File: src/ptp_trig_consts.vh
// Purpose: constants for the gpio trigger / timestamp control block
// Assumes: axi4-lite byte addresses, 32-bit data
// Notes:   definitions only
`ifndef PTP_TRIG_CONSTS_VH
`define PTP_TRIG_CONSTS_VH
`define A_CTRL        12'h52c
`define A_TGT_NS      12'h530
`define A_TGT_S       12'h534
`define A_INDEX       12'h540
`define A_IRQ_STAT    12'h544
`define A_IRQ_MASK    12'h548
`define A_DONE        12'h54c
`define A_CNT         12'h550
`define B_OUT_SEL     8
`define B_PIN_IN      7
`define B_DIR         6
`define B_IRQ_EN      5
`define B_ACTIVE      4
`define B_TRIG_EN     3
`define B_TRIG_RST    2
`define B_CAP_EN      1
`define B_CAP_RST     0
`define B_IDX_CAP     8
`define B_NOTIFY      4
`define NS_W          30
`define CNT_W         8
`define N_TRIG        3
`define N_CAP         2
`define RESP_OK       2'h0
`define RESP_ERR      2'h2
`define ZERO32        32'h00000000
`endif

File: src/ptp_gpio_trigger_timestamp_ctrl.v
// Summary of operation
// - trigger fields 2-bit indexed, capture 1-bit indexed
// - out select: one combinational, zero flopped
// - pin monitor reads live gpio input
// - direction: one trigger, zero capture; reset zero
// - per-unit capture interrupt enable gates irq
// - active reads one while armed unit runs
// - enable arms unit, self-clears on fire
// - trigger soft reset returns unit inactive
// - capture enable one clears event counter
// - capture enable zero clears ready, overflow
// - capture soft reset returns unit inactive
// - 30-bit nanosecond target per unit, reset zero
// - 32-bit seconds target per unit, reset zero
// - notify: fire sets done, w1c, irq
// Purpose: gpio trigger / timestamp unit control over axi4-lite
// Assumes: ptp time and gpio input synchronous to MCLK
// Notes:   status register clears on read; GPIO_OUT/OE flopped
//
// Chosen here: the AXI4-Lite interface to the registers.
`timescale 1ns/1ps
`include "ptp_trig_consts.vh"
module ptp_gpio_trigger_timestamp_ctrl (
  input  wire        MCLK,
  input  wire        RESET_N,
  input  wire [11:0] S_AXI_AWADDR,
  input  wire        S_AXI_AWVALID,
  output reg         S_AXI_AWREADY,
  input  wire [31:0] S_AXI_WDATA,
  input  wire [3:0]  S_AXI_WSTRB,
  input  wire        S_AXI_WVALID,
  output reg         S_AXI_WREADY,
  output reg  [1:0]  S_AXI_BRESP,
  output reg         S_AXI_BVALID,
  input  wire        S_AXI_BREADY,
  input  wire [11:0] S_AXI_ARADDR,
  input  wire        S_AXI_ARVALID,
  output reg         S_AXI_ARREADY,
  output reg  [31:0] S_AXI_RDATA,
  output reg  [1:0]  S_AXI_RRESP,
  output reg         S_AXI_RVALID,
  input  wire        S_AXI_RREADY,
  input  wire [31:0] PTP_SEC,
  input  wire [29:0] PTP_NS,
  input  wire        GPIO_IN,
  output reg         GPIO_OUT,
  output reg         GPIO_OE,
  output reg         IRQ
);
  reg  [1:0]  trig_idx_ff;
  reg         cap_idx_ff;
  reg         out_sel_ff;
  reg         dir_ff;
  reg  [2:0]  trig_en_ff;
  reg  [2:0]  notify_ff;
  reg  [2:0]  done_ff;
  reg  [1:0]  cap_en_ff;
  reg  [1:0]  cap_irq_en_ff;
  reg  [1:0]  cap_rdy_ff;
  reg  [1:0]  cap_ovfl_ff;
  reg  [`CNT_W-1:0] cap_cnt0_ff;
  reg  [`CNT_W-1:0] cap_cnt1_ff;
  reg         pin_q_ff;
  reg         pulse_ff;
  reg  [4:0]  stat_ff;
  reg  [4:0]  mask_ff;
  reg  [11:0] aw_ff;
  reg         aw_have_ff;
  reg  [31:0] w_ff;
  reg  [3:0]  ws_ff;
  reg         w_have_ff;
  reg  [11:0] ar_ff;
  reg         rd_wait_ff;
  reg  [1:0]  unit_rr_ff;
  wire [29:0] tgt_ns;
  wire [31:0] tgt_s;
  wire        do_wr;
  wire        full_w;
  wire [31:0] wd;
  wire [2:0]  fire;
  wire [1:0]  cap_evt;
  reg  [31:0] rd_val;
  // true when every byte lane of the word is written
  function word_ok;
    input [3:0] s;
    begin
      word_ok = (s == 4'hf);
    end
  endfunction
  // one-hot of a 2-bit index
  function [2:0] onehot3;
    input [1:0] x;
    begin
      onehot3 = (x == 2'h0) ? 3'h1 : (x == 2'h1) ? 3'h2 : (x == 2'h2) ? 3'h4 : 3'h0;
    end
  endfunction
  // true for every mapped register address; both response paths use it
  function addr_ok;
    input [11:0] a;
    begin
      addr_ok = (a == `A_CTRL) || (a == `A_TGT_NS) || (a == `A_TGT_S) || (a == `A_INDEX) ||
                (a == `A_IRQ_STAT) || (a == `A_IRQ_MASK) || (a == `A_DONE) || (a == `A_CNT);
    end
  endfunction
  assign do_wr  = aw_have_ff && w_have_ff && !S_AXI_BVALID;
  assign full_w = word_ok(ws_ff);
  assign wd     = w_ff;
  // target store; reads follow the indexed unit, fire compare walks units
  ptp_target_mem u_mem (
    .clk      (MCLK),
    .rst_n    (RESET_N),
    .we_ns    (do_wr && full_w && aw_ff == `A_TGT_NS),
    .we_s     (do_wr && full_w && aw_ff == `A_TGT_S),
    .widx     (trig_idx_ff),
    .wdata    (wd),
    .ridx     (rd_wait_ff ? trig_idx_ff : unit_rr_ff),
    .rd_ns_ff (tgt_ns),
    .rd_s_ff  (tgt_s)
  );
  // compare one unit per cycle; time at or past target fires it
  reg [1:0] cmp_unit_ff;
  assign fire = (trig_en_ff & onehot3(cmp_unit_ff)) &
                {3{(PTP_SEC > tgt_s) || (PTP_SEC == tgt_s && PTP_NS >= tgt_ns)}};
  // capture edge events on the gpio input when used as a timestamp input
  assign cap_evt = cap_en_ff & {2{!dir_ff && GPIO_IN && !pin_q_ff}};
  // axi write channel capture
  always @(posedge MCLK or negedge RESET_N)
  begin
    if (!RESET_N)
    begin
      aw_have_ff    <= 1'b0;
      w_have_ff     <= 1'b0;
      aw_ff         <= 12'h000;
      w_ff          <= `ZERO32;
      ws_ff         <= 4'h0;
      S_AXI_AWREADY <= 1'b0;
      S_AXI_WREADY  <= 1'b0;
      S_AXI_BVALID  <= 1'b0;
      S_AXI_BRESP   <= `RESP_OK;
    end
    else
    begin
      S_AXI_AWREADY <= !aw_have_ff && !S_AXI_AWREADY && S_AXI_AWVALID;
      S_AXI_WREADY  <= !w_have_ff && !S_AXI_WREADY && S_AXI_WVALID;
      if (S_AXI_AWVALID && S_AXI_AWREADY)
      begin
        aw_ff      <= S_AXI_AWADDR;
        aw_have_ff <= 1'b1;
      end
      if (S_AXI_WVALID && S_AXI_WREADY)
      begin
        w_ff      <= S_AXI_WDATA;
        ws_ff     <= S_AXI_WSTRB;
        w_have_ff <= 1'b1;
      end
      if (do_wr)
      begin
        aw_have_ff   <= 1'b0;
        w_have_ff    <= 1'b0;
        S_AXI_BVALID <= 1'b1;
        S_AXI_BRESP  <= addr_ok(aw_ff) ? `RESP_OK : `RESP_ERR;
      end
      else if (S_AXI_BVALID && S_AXI_BREADY)
        S_AXI_BVALID <= 1'b0;
    end
  end
  // read data mux for the indexed units
  always @*
  begin
    rd_val = `ZERO32;
    case (ar_ff)
      `A_CTRL:
      begin
        rd_val[`B_OUT_SEL] = out_sel_ff;
        rd_val[`B_PIN_IN]  = GPIO_IN;
        rd_val[`B_DIR]     = dir_ff;
        rd_val[`B_IRQ_EN]  = cap_irq_en_ff[cap_idx_ff];
        rd_val[`B_ACTIVE]  = (trig_idx_ff < 2'h3) && trig_en_ff[trig_idx_ff];
        rd_val[`B_TRIG_EN] = (trig_idx_ff < 2'h3) && trig_en_ff[trig_idx_ff];
        rd_val[`B_CAP_EN]  = cap_en_ff[cap_idx_ff];
      end
      `A_TGT_NS:   rd_val[`NS_W-1:0] = tgt_ns;
      `A_TGT_S:    rd_val = tgt_s;
      `A_INDEX:    rd_val = {23'h000000, cap_idx_ff, 6'h00, trig_idx_ff};
      `A_IRQ_STAT: rd_val[4:0] = stat_ff;
      `A_IRQ_MASK: rd_val[4:0] = mask_ff;
      `A_DONE:     rd_val = {27'h0000000, (trig_idx_ff < 2'h3) && notify_ff[trig_idx_ff],
                             1'b0, done_ff};
      `A_CNT:      rd_val = {cap_ovfl_ff, cap_rdy_ff, 4'h0, 8'h00, cap_cnt1_ff, cap_cnt0_ff};
      default:     rd_val = `ZERO32;
    endcase
  end
  // axi read channel; two wait cycles let the target store present the indexed word
  always @(posedge MCLK or negedge RESET_N)
  begin
    if (!RESET_N)
    begin
      S_AXI_ARREADY <= 1'b0;
      S_AXI_RVALID  <= 1'b0;
      S_AXI_RDATA   <= `ZERO32;
      S_AXI_RRESP   <= `RESP_OK;
      ar_ff         <= 12'h000;
      rd_wait_ff    <= 1'b0;
    end
    else
    begin
      S_AXI_ARREADY <= !S_AXI_ARREADY && !rd_wait_ff && !S_AXI_RVALID && S_AXI_ARVALID;
      if (S_AXI_ARVALID && S_AXI_ARREADY)
      begin
        ar_ff      <= S_AXI_ARADDR;
        rd_wait_ff <= 1'b1;
      end
      else if (rd_wait_ff && unit_rr_ff == 2'h3)
      begin
        rd_wait_ff   <= 1'b0;
        S_AXI_RVALID <= 1'b1;
        S_AXI_RDATA  <= rd_val;
        S_AXI_RRESP  <= addr_ok(ar_ff) ? `RESP_OK : `RESP_ERR;
      end
      else if (S_AXI_RVALID && S_AXI_RREADY)
        S_AXI_RVALID <= 1'b0;
    end
  end
  // compare pipeline: address then data one cycle later; read holds it at 3 once
  always @(posedge MCLK or negedge RESET_N)
  begin
    if (!RESET_N)
    begin
      unit_rr_ff  <= 2'h0;
      cmp_unit_ff <= 2'h3;
    end
    else
    begin
      unit_rr_ff  <= rd_wait_ff ? 2'h3 : (unit_rr_ff == 2'h2) ? 2'h0 : unit_rr_ff + 2'h1;
      cmp_unit_ff <= rd_wait_ff ? 2'h3 : unit_rr_ff;
    end
  end
  // control, unit state and interrupt logic
  always @(posedge MCLK or negedge RESET_N)
  begin
    if (!RESET_N)
    begin
      trig_idx_ff   <= 2'h0;
      cap_idx_ff    <= 1'b0;
      out_sel_ff    <= 1'b0;
      dir_ff        <= 1'b0;
      trig_en_ff    <= 3'h0;
      notify_ff     <= 3'h0;
      done_ff       <= 3'h0;
      cap_en_ff     <= 2'h0;
      cap_irq_en_ff <= 2'h0;
      cap_rdy_ff    <= 2'h0;
      cap_ovfl_ff   <= 2'h0;
      cap_cnt0_ff   <= 8'h00;
      cap_cnt1_ff   <= 8'h00;
      pin_q_ff      <= 1'b0;
      pulse_ff      <= 1'b0;
      stat_ff       <= 5'h00;
      mask_ff       <= 5'h00;
      GPIO_OUT      <= 1'b0;
      GPIO_OE       <= 1'b0;
      IRQ           <= 1'b0;
    end
    else
    begin
      pin_q_ff <= GPIO_IN;
      pulse_ff <= |fire;
      // fired units drop enable; notified ones set done
      trig_en_ff <= trig_en_ff & ~fire;
      done_ff    <= done_ff | (fire & notify_ff);
      // capture events count, latch ready and overflow
      if (cap_evt[0])
      begin
        cap_rdy_ff[0] <= 1'b1;
        {cap_ovfl_ff[0], cap_cnt0_ff} <= {cap_ovfl_ff[0], 8'h00} | ({1'b0, cap_cnt0_ff} + 9'h001);
      end
      if (cap_evt[1])
      begin
        cap_rdy_ff[1] <= 1'b1;
        {cap_ovfl_ff[1], cap_cnt1_ff} <= {cap_ovfl_ff[1], 8'h00} | ({1'b0, cap_cnt1_ff} + 9'h001);
      end
      // set wins over clear-on-read
      stat_ff[2:0] <= ((S_AXI_RVALID && S_AXI_RREADY && ar_ff == `A_IRQ_STAT) ?
                       3'h0 : stat_ff[2:0]) | (fire & notify_ff);
      stat_ff[4:3] <= ((S_AXI_RVALID && S_AXI_RREADY && ar_ff == `A_IRQ_STAT) ?
                       2'h0 : stat_ff[4:3]) | (cap_evt & cap_irq_en_ff);
      if (do_wr && full_w)
      begin
        case (aw_ff)
          `A_CTRL:
          begin
            out_sel_ff <= wd[`B_OUT_SEL];
            dir_ff     <= wd[`B_DIR];
            cap_irq_en_ff[cap_idx_ff] <= wd[`B_IRQ_EN] && !wd[`B_CAP_RST];
            if (trig_idx_ff < 2'h3)
            begin
              trig_en_ff[trig_idx_ff] <= wd[`B_TRIG_EN] && !wd[`B_TRIG_RST];
              if (wd[`B_TRIG_RST])
              begin
                notify_ff[trig_idx_ff] <= 1'b0;
                done_ff[trig_idx_ff]   <= 1'b0;
              end
            end
            cap_en_ff[cap_idx_ff] <= wd[`B_CAP_EN] && !wd[`B_CAP_RST];
            if (wd[`B_CAP_EN] || wd[`B_CAP_RST])
            begin
              if (cap_idx_ff)
                cap_cnt1_ff <= 8'h00;
              else
                cap_cnt0_ff <= 8'h00;
            end
            if (!wd[`B_CAP_EN] || wd[`B_CAP_RST])
            begin
              cap_rdy_ff[cap_idx_ff]  <= 1'b0;
              cap_ovfl_ff[cap_idx_ff] <= 1'b0;
            end
          end
          `A_INDEX:
          begin
            trig_idx_ff <= wd[1:0];
            cap_idx_ff  <= wd[`B_IDX_CAP];
          end
          `A_IRQ_MASK: mask_ff <= wd[4:0];
          `A_DONE:
          begin
            done_ff <= (done_ff & ~wd[2:0]) | (fire & notify_ff);
            if (trig_idx_ff < 2'h3)
              notify_ff[trig_idx_ff] <= wd[`B_NOTIFY];
          end
          default: ;
        endcase
      end
      // gpio drive: combinational path sees the fire cycle, flopped path one later
      GPIO_OE  <= dir_ff;
      GPIO_OUT <= dir_ff && (out_sel_ff ? |fire : pulse_ff);
      IRQ      <= |(stat_ff & mask_ff);
    end
  end
endmodule

File: src/ptp_target_mem.v
// Purpose: per-unit target time store (seconds and nanoseconds)
// Assumes: synchronous write, registered read
// Notes:   four words each, index 3 never compared by the top
`timescale 1ns/1ps
`include "ptp_trig_consts.vh"
module ptp_target_mem (
  input  wire        clk,
  input  wire        rst_n,
  input  wire        we_ns,
  input  wire        we_s,
  input  wire [1:0]  widx,
  input  wire [31:0] wdata,
  input  wire [1:0]  ridx,
  output reg  [29:0] rd_ns_ff,
  output reg  [31:0] rd_s_ff
);
  reg [29:0] ns_mem [0:3];
  reg [31:0] s_mem  [0:3];
  integer    i;
  // storage with reset to zero
  always @(posedge clk or negedge rst_n)
  begin
    if (!rst_n)
    begin
      for (i = 0; i < 4; i = i + 1)
      begin
        ns_mem[i] <= 30'h00000000;
        s_mem[i]  <= `ZERO32;
      end
      rd_ns_ff <= 30'h00000000;
      rd_s_ff  <= `ZERO32;
    end
    else
    begin
      if (we_ns)
        ns_mem[widx] <= wdata[`NS_W-1:0];
      if (we_s)
        s_mem[widx] <= wdata;
      rd_ns_ff <= ns_mem[ridx];
      rd_s_ff  <= s_mem[ridx];
    end
  end
endmodule

File: config.mk
export PLATFORM = sky130hd
export DESIGN_NAME = ptp_gpio_trigger_timestamp_ctrl
export DESIGN_NICKNAME = d
export VERILOG_FILES = /design/src/ptp_gpio_trigger_timestamp_ctrl.v /design/src/ptp_target_mem.v
export VERILOG_INCLUDE_DIRS = /design/src
export SDC_FILE = /design/constraint.sdc
export NUM_CORES = 1
export LEC_CHECK = 0
export ABC_AREA = 1
export BUFFER_PORTS_ARGS = -buffer_cell sky130_fd_sc_hd__buf_2
export CORE_ASPECT_RATIO = 0.5
export CORE_MARGIN = 5
export CORE_UTILIZATION = 41
export CTS_CLUSTER_DIAMETER = 100
export DETAILED_ROUTE_END_ITERATION = 16
export PLACE_DENSITY = 0.58
export SYNTH_ARGS = -nofsm -noshare
export SYNTH_HDL_FRONTEND = slang
export SYNTH_SLANG_ARGS = --single-unit
File: constraint.sdc
create_clock -name MCLK -period 2.29 [get_ports MCLK]
set_input_delay 0.3435 -clock MCLK [delete_from_list [all_inputs] [get_ports MCLK]]
set_output_delay 0.3435 -clock MCLK [all_outputs]
set_load 0.01 [all_outputs]
# Word level (Yosys, flattened, before mapping)
# Index checks and enable logic that the tools add are counted.
word_totals:
  reg_bits: 471
  inputBits: 130
op_classes:
  add_sub_neg: 3
  order_cmp: 10
  eq_ne: 25
  muxes: 88
  bitwise: 25
  reduce_logical: 76
op_table:
  columns: ["op", "n"]
  rows:
  - ["12-bit by 11-bit equality test with 1-bit output, second input constant", 16]
  - ["128-bit bitwise mux", 1]
  - ["120-bit bitwise mux", 1]
  - ["32-bit two-way mux", 3]
  - ["30-bit two-way mux", 3]
  - ["8-bit two-way mux", 10]
  - ["32-bit binary-select mux with 2-bit select", 1]
  - ["32-bit demux with 2-bit select", 1]
  - ["21-bit case mux with 3 select lines", 1]
  - ["30-bit binary-select mux with 2-bit select", 1]
  - ["30-bit demux with 2-bit select", 1]
  - ["3-bit two-way mux", 13]
  - ["32-bit equality test", 1]
  - ["32-bit > comparator", 1]
  - ["1-bit logical AND", 31]
  - ["30-bit greater-or-equal comparator", 1]
  - ["2-bit two-way mux", 13]
  - ["1-bit two-way mux", 23]
  - ["3-bit AND", 7]
  - ["4-bit case mux with 5 select lines", 1]
  - ["8-bit by 1-bit adder with 9-bit output, second input constant", 2]
  - ["9-bit bitwise OR", 2]
  - ["1-bit logical OR", 17]
  - ["2-bit case mux with 7 select lines", 1]
  - ["other kinds (38)", 75]

# Longest topological paths before layout
# Gate-level depths: netlist (run 1).
depth:
  word_depth: 13
  mapped_depth: 18
  depth_no_buf: 18

# Cells and area by module
# Synthesis (run 1) repeated with hierarchy kept, for this count alone.
unflattened:
  hier_cells: 3021
  hier_area_um2: 23326.1
by_module_without_submodules:
  columns: ["module", "instances", "cells_per_inst", "area_each_um2", "seq_area_each_um2"]
  rows:
  - ["ptp_target_mem", 1, 1844, 14267.4, 7757.4]
  - ["ptp_gpio_trigger_timestamp_ctrl", 1, 1177, 9058.7, 3981.3]

# Worst setup path before layout (run 1)
# No wires, ideal clock.
synth_timing:
  path_type: "reg-to-reg"
  start: "register S_AXI_BVALID"
  end: "register u_mem.ns_mem[92] (netlist bit)"
  arrival_ns: 1.895
  t_required_ns: 2.160
  setup_slack_ns: 0.265
  path_stages_with_launch: 10
  path_buffers: 1
  cell_sequence: "dfrtp_1 -> inv_1 -> nand3_2 -> nor4_4 -> inv_2 -> nor4_4 -> nand3_1 -> buf_2 -> nand2_1 -> o21ai_1"
synth_via:
  elab_chain_cells: 4
synth_rtl:
  columns: ["element", "line", "text"]
  rows:
  - ["from (decl)", "ptp_gpio_trigger_timestamp_ctrl.v:34", "output reg S_AXI_BVALID,"]
  - ["from (signal assigned)", "ptp_gpio_trigger_timestamp_ctrl.v:138", "S_AXI_BVALID <= 1'b0;"]
  - ["from (signal assigned)", "ptp_gpio_trigger_timestamp_ctrl.v:160", "S_AXI_BVALID <= 1'b1;"]
  - ["from (signal assigned)", "ptp_gpio_trigger_timestamp_ctrl.v:164", "S_AXI_BVALID <= 1'b0;"]
  - ["1-bit logical NOT", "ptp_gpio_trigger_timestamp_ctrl.v:105", "assign do_wr = aw_have_ff && w_have_ff && !S_AXI_BVALID;"]
  - ["1-bit logical AND", "ptp_gpio_trigger_timestamp_ctrl.v:105", null]
  - ["1-bit logical AND", "ptp_gpio_trigger_timestamp_ctrl.v:112", ".we_ns (do_wr && full_w && aw_ff == `A_TGT_NS),"]
  - ["1-bit logical AND (no line)", null, null]
  - ["to (signal, indexed assignment)", "ptp_target_mem.v:36", "ns_mem[widx] <= wdata[`NS_W-1:0];"]
  - ["to (decl)", "ptp_target_mem.v:17", "reg [29:0] ns_mem [0:3];"]
# No other way between the ends.
# A chain may end at the register's enable or synchronous reset.

# Final worst setup path (run 1)
layout_timing:
  start: "register u_mem.rd_ns_ff[15]"
  end: "register done_ff[1]"
layout_via:
  elab_chain_cells: 11
  elab_cells_between_ends: 12
  cone_classes: "1 x order compare; 4 x mux; 5 x bitwise; 2 x reduce/logical"
layout_rtl:
  columns: ["element", "line", "text"]
  rows:
  - ["from (decl)", "ptp_target_mem.v:14", "output reg [29:0] rd_ns_ff,"]
  - ["from (signal assigned)", "ptp_target_mem.v:39", "rd_ns_ff <= ns_mem[ridx];"]
  - ["30-bit greater-or-equal comparator *", "ptp_gpio_trigger_timestamp_ctrl.v:123", "{3{(PTP_SEC > tgt_s) || (PTP_SEC == tgt_s && PTP_NS >= tgt_ns)}};"]
  - ["1-bit logical AND *", "ptp_gpio_trigger_timestamp_ctrl.v:123", null]
  - ["1-bit logical OR *", "ptp_gpio_trigger_timestamp_ctrl.v:123", null]
  - ["3-bit AND *", "ptp_gpio_trigger_timestamp_ctrl.v:122", "assign fire = (trig_en_ff & onehot3(cmp_unit_ff)) &"]
  - ["3-bit AND *", "ptp_gpio_trigger_timestamp_ctrl.v:270, ptp_gpio_trigger_timestamp_ctrl.v:326", null]
  - ["3-bit bitwise OR", "ptp_gpio_trigger_timestamp_ctrl.v:270", "done_ff <= done_ff | (fire & notify_ff);"]
  - ["3-bit AND (no line)", null, null]
  - ["3-bit two-way mux", "ptp_gpio_trigger_timestamp_ctrl.v:298", "if (wd[`B_TRIG_RST])"]
  - ["3-bit two-way mux", "ptp_gpio_trigger_timestamp_ctrl.v:295", "if (trig_idx_ff < 2'h3)"]
  - ["3-bit case mux with 2 select lines", "ptp_gpio_trigger_timestamp_ctrl.v:289", "case (aw_ff)"]
  - ["3-bit two-way mux *", "ptp_gpio_trigger_timestamp_ctrl.v:287", "if (do_wr && full_w)"]
  - ["to (signal assigned)", "ptp_gpio_trigger_timestamp_ctrl.v:270", null]
  - ["to (signal assigned)", "ptp_gpio_trigger_timestamp_ctrl.v:326", "done_ff <= (done_ff & ~wd[2:0]) | (fire & notify_ff);"]
  - ["to (decl)", "ptp_gpio_trigger_timestamp_ctrl.v:56", "reg [2:0] done_ff;"]
# Mark *: on every way between the ends. The rest lies on a longest branch, timed or not.

==> key figures, run 1 <==
STA
  – Worst slew pin tran: roughly 0.6 ns
  – Final min period: between 2 and 2.5 ns
  – Final worst slack: 0.05740 ns
  – Period utilization: roughly 100%
  – Unrepaired setup endpoints after global routing: true
  – FMAX: around 450 MHz
  – Clock skew: around 0.017 ns
  – Final Setup Violations: 0
  – Max Slew Vio Count: 0
  – Slew HR: 60.01%
  – Final Hold Viols: 0

Global routing
  – M1 GR Usage: a little under a third
  – GR peak layer: met2
  – Largest net degree at the start of global routing: 71
  – Vias in the first global route: about 17000
  – First-pass GRT wire length: between 90000 and 100000 µm
  – Initial antenna violation count: 1
  – Tot GR Track Use: between 20% and 30%
  – GRT overflow: 0
  – M3 GR Usage: ~2.8%
  – Met2 usage: 34.73%

Synthesis
  – Async set or reset register ratio after synthesis: 100.0%
  – Syn_area_per_cell: a little under 9 µm²
  – Synthesis Warnings: 0
  – Yosys cell types: 38
  – Synth Flop Type: dfrtp_1
  – Post-synthesis instance total: approximately 2400
  – Post-synth EDFFs: 0
  – Mapped cell area: 0.02093 mm²
  – Register bit total from synthesis: 469
  – Sequential fraction of the synthesis area: 56.10%

Setup path
  – R2r endpoint: done_ff[1]$_DFF_PN0_
  – Crit path kind: reg -> reg
  – Critical path required time: approximately 2.8 ns
  – CP max FO: 3
  – Critical R2R Launch: u_mem.rd_ns_ff[15]$_DFF_PN0_
  – Reg2reg setup slack: around 0.057 ns
  – Critical Path Source Type: register
  – R2r worst-path depth: 14
  – Endpoint class of the critical path: register
  – Crit path arrival time: roughly 2.7 ns

CTS
  – Max Buffers Root-to-Sink: 3
  – CTS Root Buffer Type: clkbuf_16
  – TritonCTS clock tree: built
  – Worst skew pair latency: ~0.57 ns
  – Clk slew on worst S/H paths: roughly 0.06 ns
  – Cts bufs inserted: between 40 and 50
  – Max H-tree Level: 2
  – # clock sinks: 469

Hold path
  – Worst min path class: in -> reg
  – Min-delay src: S_AXI_AWADDR[7]
  – Hold Crit Depth: 3
  – Hold Path Sink: aw_ff[7]$_DFFE_PN0P_

Final layout
  – Commonest cells after routing, fill and taps aside: nand2_1 (732), dfrtp_1 (467), o21ai_0 (228), inv_1 (206), buf_2 (170)
  – Layout cells sized above 1: ~17%
  – Filler-free cell count of the finished design: ~3400
  – Filler cell count in the final layout: between 4000 and 5000
  – Area Growth Syn to Fin: 22.50%
  – Final #Nets: ~2800
  – Leading cell type in the layout, fill and taps excluded: nand2_1

Routing
  – Residual DRC: 0
  – DRT Pass-1 Iters: 5
  – Routed len/inst: between 15 and 20 µm
  – Routed wire length: ~60000 µm
  – DR vias/cell: just over 5
  – Post-route ant nets: 0
  – Initial detailed-routing violation count: around 1400
  – Via Count: between 15000 and 20000

Floorplan
  – Total die area: roughly 0.056 mm²
  – Die Span Y: approximately 170 µm
  – Core area: between 0.05 and 0.06 mm²
  – Rows: 58
  – IO Count: approximately 170
  – DIE WIDTH: 329.5 µm
  – Initial core utilization: just over 40%

Placement
  – Post-placement setup slack: -0.2183 ns
  – Placed Cells: 3246
  – Hpwl dp: around 40000 µm
  – Port Buffers: roughly 170
  – Final GP Congestion: ~0.87

Flow run
  – Max cap viols: 0

Run status
  – Outcome: finished clean

Pwr
  – IR drop worst, VDD: 0.6194 mV
  – Pwr Total: 25.71 mW
  – Leakage power: roughly 12 nW
  – Pwr Density: approximately 1000 mW/mm²
## per-stage QoR
| stage | cell area, µm² | util, % | hold slack (ns) | TNS, ns |
|---|---|---|---|---|
| after global placement | 23300 | 46.26 | 0.3179 | -1.097 |
| after global routing | 25630 | 50.90 | 0.0004959 | -0.4454 |
| final | 25630 | 50.90 | 0.01241 | 0 |
| after detailed placement | 23300 | 46.26 | 0.3248 | -1.543 |
| after CTS | 25250 | 50.14 | 0.0007234 | 0 |
| after floorplan | 20930 | - | 0.04791 | 0 |
## worst max path at each step
stage / startpoint / depth (start not counted) / to / slack [ns]
global placement: PTP_SEC[31] / 15 / GPIO_OUT$_DFF_PN0_ / -0.17
detailed placement: PTP_SEC[31] / 15 / GPIO_OUT$_DFF_PN0_ / -0.22
floorplan: S_AXI_BVALID$_DFFE_PN0P_ / 9 / u_mem.ns_mem[92]$_DFFE_PN0P_ / 0.27
CTS: u_mem.rd_ns_ff[28]$_DFF_PN0_ / 13 / done_ff[1]$_DFF_PN0_ / 0.0003
finish: u_mem.rd_ns_ff[15]$_DFF_PN0_ / 14 / done_ff[1]$_DFF_PN0_ / 0.06
global route: u_mem.rd_s_ff[13]$_DFF_PN0_ / 16 / done_ff[1]$_DFF_PN0_ / -0.11
## layer usage
metal | wire length, µm | vias up
met5 | 0 | -
met4 | 1334 | 0
met3 | 2899 | 75
met2 | 27910 | 365
met1 | 27770 | 8379
li1 | - | 8426
## cells in the mapped netlist, drive strengths merged (2+ instances only)
| master | count | area, µm² |
|---|---|---|
| a21o | 2 | 15.01 |
| a21oi | 112 | 560.5 |
| a221oi | 2 | 17.52 |
| a32oi | 62 | 543.0 |
| and3 | 2 | 12.51 |
| buf | 11 | 56.30 |
| clkbuf | 104 | 390.4 |
| clkinv | 3 | 11.26 |
| dfrtp | 467 | 11690 |
| dfstp | 2 | 52.55 |
| ha | 64 | 800.8 |
| inv | 222 | 833.3 |
| mux2 | 6 | 67.56 |
| nand2 | 750 | 2815 |
| nand3 | 48 | 280.3 |
| nand4 | 12 | 75.07 |
| nor2 | 81 | 304.0 |
| nor3 | 22 | 110.1 |
| nor3b | 5 | 37.54 |
| nor4 | 7 | 73.82 |
| o211ai | 2 | 15.01 |
| o21a | 4 | 30.03 |
| o21ai | 350 | 1752 |
| o221ai | 4 | 35.03 |
| o22ai | 41 | 256.5 |
| or2 | 4 | 25.02 |
| xor2 | 4 | 35.03 |
## critical path: stages (launching register included)
cell and delay (ns):
dfrtp_1 0.43, inv_2 0.07, ha_4 0.28, nand2_4 0.06, inv_6 0.09, nand3_4 0.07
nor3_2 0.18, buf_4 0.15, nand2_1 0.05, nand4_1 0.12, buf_4 0.13, nand4_1 0.21
nand2_1 0.12, nand2_1 0.07, a21oi_2 0.12
## state kept, by name, summed over array words and instances, names as in the netlist, 2 cells and up
name            count
u_mem.s_mem       128
u_mem.ns_mem      120
S_AXI_RDATA        32
u_mem.rd_s_ff      32
w_ff               32
u_mem.rd_ns_ff     30
ar_ff              12
aw_ff              12
cap_cnt0_ff         8
cap_cnt1_ff         8
mask_ff             5
stat_ff             5
ws_ff               4
done_ff             3
notify_ff           3
trig_en_ff          3
cap_en_ff           2
cap_irq_en_ff       2
cap_ovfl_ff         2
cap_rdy_ff          2
cmp_unit_ff         2
trig_idx_ff         2
unit_rr_ff          2
## kinds of logic after synthesis
group,after synthesis,synth area share (%)
simple gates,932,17.87
compound gates,582,15.52
flops,469,56.10
buf+inv,340,6.171
fa+ha+maj,64,3.827
mux,6,0.3229
xor+xnor,4,0.1674
other cells,1,0.01792
## report_power, final
| group | total [mW] | internal, mW | leakage [nW] | switching, mW |
|---|---|---|---|---|
| combinational | 8.33 | 2.74 | 5.00 | 5.59 |
| clock | 7.45 | 4.20 | 0.705 | 3.25 |
| sequential | 9.93 | 9.41 | 6.29 | 0.520 |
## cell type report
type | count | area [µm²] | area share, %
Antenna cell | 1 | 2.502 | 0.009762
Clock buffer | 69 | 1316 | 5.135
Timing Repair Buffer | 319 | 2396 | 9.347
Multi-Input combinational cell | 1590 | 8329 | 32.49
Clock inverter | 11 | 136.4 | 0.5320
Tap cell | 690 | 863.3 | 3.368
Inverter | 225 | 850.8 | 3.319
Sequential cell | 469 | 11740 | 45.80
## what timing repair did
action,in CTS,in global routing
pin swaps,6,25
gates resized for setup,14,79
hold buffers,46,0
endpoints found under the hold margin,86,0
endpoints found under the setup margin,11,29
setup buffers,1,1
(Power assumes the default switching activity.)
==> run 2, diff against run 1 <==
--- a/config.mk
+++ b/config.mk
@@ -6,7 +6,6 @@
 export SDC_FILE = /design/constraint.sdc
 export NUM_CORES = 1
 export LEC_CHECK = 0
-export ABC_AREA = 1
 export BUFFER_PORTS_ARGS = -buffer_cell sky130_fd_sc_hd__buf_2
 export CORE_ASPECT_RATIO = 0.5
 export CORE_MARGIN = 5
==> key figures, run 2 <==
Synthesis
  – Synth Flop Type: dfrtp_1
  – Register bit total from synthesis: 469 (unchanged)
  – Async set or reset register ratio after synthesis: 100.0% (unchanged)
  – Post-synth top cells: dfrtp_1 (467), mux2_2 (321), nand2_1 (95), inv_1 (72), ha_1 (64)
  – Post-synth EDFFs: 0 (unchanged)
  – Area contributors post-synth: dfrtp_1 (56%), mux2_2 (17%), mux4_2 (6.8%)
  – Mapped cell area: 0.02098 mm² (+0.28%)
  – Most common cell in the synthesized netlist: dfrtp_1
  – Yosys cell types: 70 (+84%)
  – Sequential fraction of the synthesis area: 55.95% (-0.15 points)
  – Post-synthesis instance total: 1531 (-36%)
  – Syn_area_per_cell: 13.71 µm² (+57%)
  – Synth area leader: dfrtp_1
  – Synthesis Warnings: 0 (unchanged)
  – Synth top area share: 55.69% (-0.15 points)

CTS
  – # clock sinks: 469 (unchanged)
  – Clk slew on worst S/H paths: 0.06 ns (about the same)
  – Worst skew pair latency: 0.56 ns (about the same)
  – TritonCTS clock tree: built
  – Max H-tree Level: 2 (unchanged)
  – CTS Root Buffer Type: clkbuf_16
  – Cts bufs inserted: 45 (unchanged)
  – Max Buffers Root-to-Sink: 3 (unchanged)

Hold path
  – Worst min path class: in -> reg
  – Min-delay src: S_AXI_WSTRB[1]

Setup path
  – Slowest CP cell: nor4_4
  – Crit path largest cell delay: 0.66 ns (+0.23 ns)
  – Crit path kind: reg -> reg
  – Critical Path Most Common Cell: a21o_1
  – Critical R2R Launch: u_mem.rd_s_ff[29]$_DFF_PN0_
  – Crit path arrival time: 3.10 ns (+0.38 ns)
  – CP delay by family, top: compound AO/OA/AOI/OAI gates
  – Buf/Inv on CP: 1 (-3)
  – CP max FO: 7 (+4)
  – Critical Path Source Type: register
  – Critical path required time: 2.73 ns (-0.05 ns)
  – CP cell instances: inv_1 -> ha_4 -> a21o_1 -> a21o_1 -> a21oi_2 -> o211ai_1 -> nor4_4 -> o31ai_1 -> a221o_1
  – Endpoint class of the critical path: register
  – CP Launch Point: u_mem.rd_s_ff[29]$_DFF_PN0_

Global routing
  – Tot GR Track Use: 19.46% (-1.8 points)
  – Met2 usage: 32.85% (-1.9 points)
  – First-pass GRT wire length: 84510 µm (-11%)
  – Vias in the first global route: 14100 (-16%)
  – M1 GR Usage: 26.63% (-3.7 points)
  – GRT overflow: 0 (unchanged)
  – Largest net degree at the start of global routing: 89 (+25%)
  – M3 GR Usage: 2.887% (+0.051 points)
  – GR peak layer: met2
  – Initial antenna violation count: 1 (unchanged)

Pwr
  – Internal: 15.41 mW (-5.8%)
  – Leakage power: 12.48 nW (+4.0%)
  – Flop pwr share: 46.5% (+7.9 points)
  – IR drop worst, VDD: 0.4735 mV (-24%)
  – Sw Share: 29.26% (-7.1 points)
  – Pwr Density: 832.3 mW/mm² (-17%)
  – Power share of the clock group: 35.3% (+6.3 points)
  – Gate power share: 18.2% (-14 points)
  – Pwr Total: 21.78 mW (-15%)
  – Net Switching: 6.373 mW (-32%)

Run status
  – Outcome: finished with violations
  – Failing checks: negative setup slack

Floorplan
  – Core area: 0.05044 mm² (+0.14%)
  – IO Count: 174 (unchanged)
  – Initial core utilization: 41.60% (+0.054 points)
  – Rows: 58 (unchanged)
  – Total die area: 0.05608 mm² (+0.26%)
  – Die Span Y: 170.0 µm (+0.13%)
  – DIE WIDTH: 329.9 µm (+0.13%)

Final layout
  – Leading cell type in the layout, fill and taps excluded: dfrtp_1
  – Area Growth Syn to Fin: 24.75%
  – Max reg flops: 128 (unchanged)
  – Final #Nets: 2027 (-29%)
  – Commonest cells after routing, fill and taps aside: dfrtp_1 (464), mux2_2 (306), buf_2 (170), nand2_1 (91), buf_4 (85)
  – Final core occ: 51.90% (+1.0 points)
  – Biggest regs: u_mem.s_mem: 128 flops, u_mem.ns_mem: 120 flops
  – Reg with most FFs: u_mem.s_mem
  – Layout cells sized above 1: 44.59% (+28 points)

Routing
  – Routed wire length: 55370 µm (-7.6%)
  – Initial detailed-routing violation count: 852 (-38%)
  – Residual DRC: 0 (unchanged)
  – DR vias/cell: 5.308 (+3.9%)
  – Via Count: 13580 (-21%)
  – Post-route ant nets: 0 (unchanged)
  – Routed len/inst: 21.64 µm (+22%)
  – DRT Pass-1 Iters: 5 (unchanged)

STA
  – Slew HR: 51.35% (-8.7 points)
  – WHS: 0.02075 ns (+0.008338 ns)
  – Clock skew: 0.02330 ns (+0.006035 ns)
  – Final worst slack: -0.3717 ns (-0.4291 ns)
  – Final Hold Viols: 0 (unchanged)
  – Worst slew pin tran: 0.7243 ns (+0.1251 ns)
  – FMAX: 375.7 MHz (-16%)
  – Period utilization: 116.2% (+19 points)
  – Final min period: 2.662 ns (+0.4291 ns)
  – Max Slew Vio Count: 0 (unchanged)
  – Unrepaired setup endpoints after global routing: true
  – Total negative slack: -3.089 ns (-3.089 ns)
  – Final Setup Violations: 11 (+11)

Placement
  – Post-placement setup slack: -0.7363 ns (-0.5180 ns)
  – Hpwl dp: 36260 µm (-9.9%)
  – Final GP Congestion: 0.8419 (-3.7%)
  – Port Buffers: 171 (unchanged)

Flow run
  – Max cap viols: 0 (unchanged)
==> run 2: path summary, 6_finish.rpt <==
check	endpoint	slack [ns]	cells after the start
worst min register to register	S_AXI_AWREADY$_DFF_PN0_	0.45	1
worst max-delay path	done_ff[2]$_DFF_PN0_	-0.37	9
max in group asynchronous	cap_cnt1_ff[2]$_DFF_PN0_	1.17	3
min in group asynchronous	u_mem.ns_mem[82]$_DFFE_PN0P_	0.29	2
worst min-delay path	ws_ff[1]$_DFFE_PN0P_	0.02	2
worst max register to register	done_ff[2]$_DFF_PN0_	-0.37	9
==> run 2: cell families (layout without fill, tap and decap cells) <==
group	count (synthesis)	after routing	synth area share [%]
compound gates	155	155	4.800
xor+xnor	14	14	0.5844
fa+ha+maj	64	64	3.816
buf+inv	147	483	2.809
flops	469	469	55.95
mux	421	421	25.78
other cells	1	3	0.01787
simple gates	260	260	6.249
==> run 2: cell type report <==
cell class | count | area [µm²]
Tap cell | 690 | 863.3
Fill cell | 4267 | 24260
Timing Repair Buffer | 329 | 2626
Clock inverter | 12 | 146.4
Clock buffer | 70 | 1381
Antenna cell | 1 | 2.502
Sequential cell | 469 | 11740
Inverter | 72 | 270.3
Multi-Input combinational cell | 916 | 9143
==> run 2: power by group through the flow <==
stage,sequential [mW],clock [mW],combinational [mW]
after floorplan,9.66,0,2.55
after global placement,10.3,0,3.84
after detailed placement,10.3,0,3.88
after CTS,10.1,7.88,3.97
after global routing,10.2,8.24,4.30
final,10.1,7.69,3.96
==> run 2: worst reg2reg max path: cells and delay by family, from the launching register on <==
family	cells	cell delay, ns
compound gates	6	1.21
simple gates	1	0.66
fa+ha+maj	1	0.21
buf+inv	1	0.10
flops	1	0.38
==> run 2: what timing repair did <==
item / 4_1_cts / 5_1_grt
cloned: 3 / 3
hold endpoints to repair: 67 / 1
hold buffers: 28 / 1
setup buffers: 9 / 3
setup endpoints to repair: 56 / 182
resized for setup: 52 / 38
pin swaps: 24 / 12
==> run 2: stage by stage <==
| stage | area, µm² | instances |
|---|---|---|
| 2_1_floorplan | 21000 | 1532 |
| 3_3_place_gp | 23690 | 2432 |
| 3_5_place_dp | 23690 | 2432 |
| 4_1_cts | 25920 | 2553 |
| 5_1_grt | 26180 | 2559 |
| 6_report | 26180 | 2559 |
==> run 2: metal layers <==
metal  share of wire [%]  vias to the layer above
met3                 3.0                       83
li1                    -                     6165
met5                   0                        -
met1                  45                     7120
met4                 2.5                        0
met2                  50                      216
==> run 3, diff against run 2 <==
--- a/config.mk
+++ b/config.mk
@@ -9,10 +9,10 @@
 export BUFFER_PORTS_ARGS = -buffer_cell sky130_fd_sc_hd__buf_2
 export CORE_ASPECT_RATIO = 0.5
 export CORE_MARGIN = 5
-export CORE_UTILIZATION = 41
+export CORE_UTILIZATION = 35
 export CTS_CLUSTER_DIAMETER = 100
 export DETAILED_ROUTE_END_ITERATION = 16
-export PLACE_DENSITY = 0.58
+export PLACE_DENSITY = 0.51
 export SYNTH_ARGS = -nofsm -noshare
 export SYNTH_HDL_FRONTEND = slang
 export SYNTH_SLANG_ARGS = --single-unit
==> key figures, run 3 (synthesis results as in run 2) <==
Setup path
  – Endpoint class of the critical path: register
  – Critical Path Source Type: register
  – CP max FO: 5 (-2)
  – Crit path arrival time: 3.10 ns (about the same)
  – Crit path kind: reg -> reg
  – Critical path required time: 2.73 ns (about the same)

Global routing
  – First-pass GRT wire length: 88420 µm (+4.6%)
  – GR peak layer: met2
  – Met2 usage: 29.23% (-3.6 points)
  – Initial antenna violation count: 1 (unchanged)
  – M1 GR Usage: 24.47% (-2.2 points)
  – Largest net degree at the start of global routing: 65 (-27%)
  – Vias in the first global route: 14370 (+2.0%)
  – M3 GR Usage: 3.131% (+0.24 points)
  – Tot GR Track Use: 17.64% (-1.8 points)
  – GRT overflow: 0 (unchanged)

Routing
  – Residual DRC: 0 (unchanged)
  – Routed wire length: 58230 µm (+5.2%)
  – Routed len/inst: 21.22 µm (-1.9%)
  – Via Count: 13550 (-0.23%)
  – DR vias/cell: 4.939 (-7.0%)
  – Post-route ant nets: 0 (unchanged)
  – Initial detailed-routing violation count: 837 (-1.8%)
  – DRT Pass-1 Iters: 4 (-1)

STA
  – Worst slew pin tran: 0.6489 ns (-0.07537 ns)
  – Final Setup Violations: 11 (unchanged)
  – Clock skew: 0.02692 ns (+0.003624 ns)
  – Slew HR: 56.74% (+5.4 points)
  – Unrepaired setup endpoints after global routing: true
  – Final worst slack: -0.3702 ns (+0.001472 ns)
  – Max Slew Vio Count: 0 (unchanged)
  – Final min period: 2.660 ns (-0.001472 ns)
  – FMAX: 375.9 MHz (about the same)
  – Period utilization: 116.2% (about the same)
  – Final Hold Viols: 0 (unchanged)

Pwr
  – Sw Share: 30.14% (+0.88 points)
  – Power share of the clock group: 33.4% (-1.9 points)
  – IR drop worst, VDD: 0.5018 mV (+6.0%)
  – Pwr Total: 21.53 mW (-1.1%)
  – Gate power share: 19.3% (+1.1 points)
  – Pwr Density: 807.4 mW/mm² (-3.0%)
  – Net Switching: 6.489 mW (+1.8%)
  – Leakage power: 12.69 nW (+1.7%)
  – Flop pwr share: 47.3% (+0.8 points)
  – Internal: 15.04 mW (-2.4%)

CTS
  – Max H-tree Level: 2 (unchanged)
  – Max Buffers Root-to-Sink: 3 (unchanged)
  – # clock sinks: 469 (unchanged)
  – TritonCTS clock tree: built
  – CTS Root Buffer Type: clkbuf_16
  – Clk slew on worst S/H paths: 0.06 ns (about the same)
  – Cts bufs inserted: 45 (unchanged)
  – Worst skew pair latency: 0.57 ns (about the same)

Flow run
  – Max cap viols: 0 (unchanged)

Final layout
  – Leading cell type in the layout, fill and taps excluded: dfrtp_1
  – Final #Nets: 2092 (+3.2%)
  – Area Growth Syn to Fin: 27.10%
  – Biggest regs: u_mem.s_mem: 128 flops, u_mem.ns_mem: 120 flops
  – Reg with most FFs: u_mem.s_mem
  – Commonest cells after routing, fill and taps aside: dfrtp_1 (466), mux2_2 (283), buf_2 (170), buf_4 (137), nand2_1 (93)
  – Max reg flops: 128 (unchanged)
  – Layout cells sized above 1: 44.69% (+0.099 points)
  – Filler-free cell count of the finished design: 2744 (+7.2%)

Floorplan
  – Core area: 0.05928 mm² (+18%)
  – Initial core utilization: 35.40% (-6.2 points)
  – Total die area: 0.06524 mm² (+16%)
  – DIE WIDTH: 356.3 µm (+8.0%)
  – IO Count: 174 (unchanged)
  – Die Span Y: 183.1 µm (+7.7%)
  – Rows: 63 (+8.6%)

Placement
  – Port Buffers: 171 (unchanged)
  – Final GP Congestion: 0.8216 (-2.4%)
  – Placed Cells: 2596 (+6.7%)
  – Hpwl dp: 39250 µm (+8.3%)

Hold path
  – Worst min path class: in -> reg

Run status
  – Outcome: finished with violations
  – Failing checks: negative setup slack
## run 3: path summary, 6_finish.rpt
path	startpoint	to	slack, ns	cells after the start
setup / recovery	u_mem.rd_ns_ff[4]$_DFF_PN0_	stat_ff[1]$_DFF_PN0_	-0.37	12
hold / removal	S_AXI_WDATA[19]	w_ff[19]$_DFFE_PN0P_	0.03	2
setup reg to reg	u_mem.rd_ns_ff[4]$_DFF_PN0_	stat_ff[1]$_DFF_PN0_	-0.37	12
hold reg to reg	S_AXI_AWREADY$_DFF_PN0_	S_AXI_AWREADY$_DFF_PN0_	0.46	1
max in group asynchronous	RESET_N	u_mem.s_mem[31]$_DFFE_PN0P_	1.14	3
min in group asynchronous	RESET_N	w_ff[22]$_DFFE_PN0P_	0.34	2
## run 3: metrics by stage
step / utilization [%] / setup TNS [ns] / cell area [µm²] / hold slack (ns) / worst slack [ns]
after floorplan: - / 0 / 21000 / 0.04791 / 0.03526
after CTS: 44.37 / -2.301 / 26300 / 0.0003020 / -0.2978
after global routing: 44.99 / -4.709 / 26670 / 0.0001864 / -0.4626
final: 44.99 / -2.814 / 26670 / 0.02557 / -0.3702
after global placement: 40.79 / -6.497 / 24180 / 0.3654 / -0.6090
after detailed placement: 40.79 / -6.548 / 24180 / 0.3699 / -0.6523
## run 3: critical path: stages, from the launching register on
cell,delay (ns)
dfrtp_1,0.40
inv_2,0.08
ha_4,0.20
a21oi_2,0.14
a21boi_2,0.09
o31ai_4,0.26
o211ai_1,0.29
a2111oi_4,0.45
buf_6,0.19
buf_6,0.12
nor4_4,0.05
buf_4,0.14
a21o_1,0.14
## run 3: layer usage
metal	wire, µm	part of all wire (%)	vias to the layer above
met5	7	0.012	-
met4	1152	2.0	2
met3	2048	3.5	66
met2	27620	47	200
met1	27400	47	7013
li1	-	-	6272
## run 3: final cells by class
cell class	count	area [µm²]
antenna	1	2.502
sequential	469	11740
clock inverter	11	91.34
timing repair buffer	394	3159
multi-input combinational	916	9104
inverter	72	270.3
tap	812	1016
fill	5516	32610
clock buffer	69	1286
## run 3: repair_timing
action                                  CTS  global route
resized for setup                        39            60
hold buffers                             42             0
endpoints found under the hold margin    86             0
setup buffers                            13             6
endpoints found under the setup margin   67           125
cloned                                    2             4
pin swaps                                13            19
## run 3: power groups by stage
stage	logic, mW	registers, mW	clock network, mW
CTS	4.13	10.2	7.40
global placement	4.02	10.3	0
detailed placement	4.04	10.3	0
floorplan	2.55	9.66	0
global route	4.53	10.3	7.73
finish	4.15	10.2	7.20
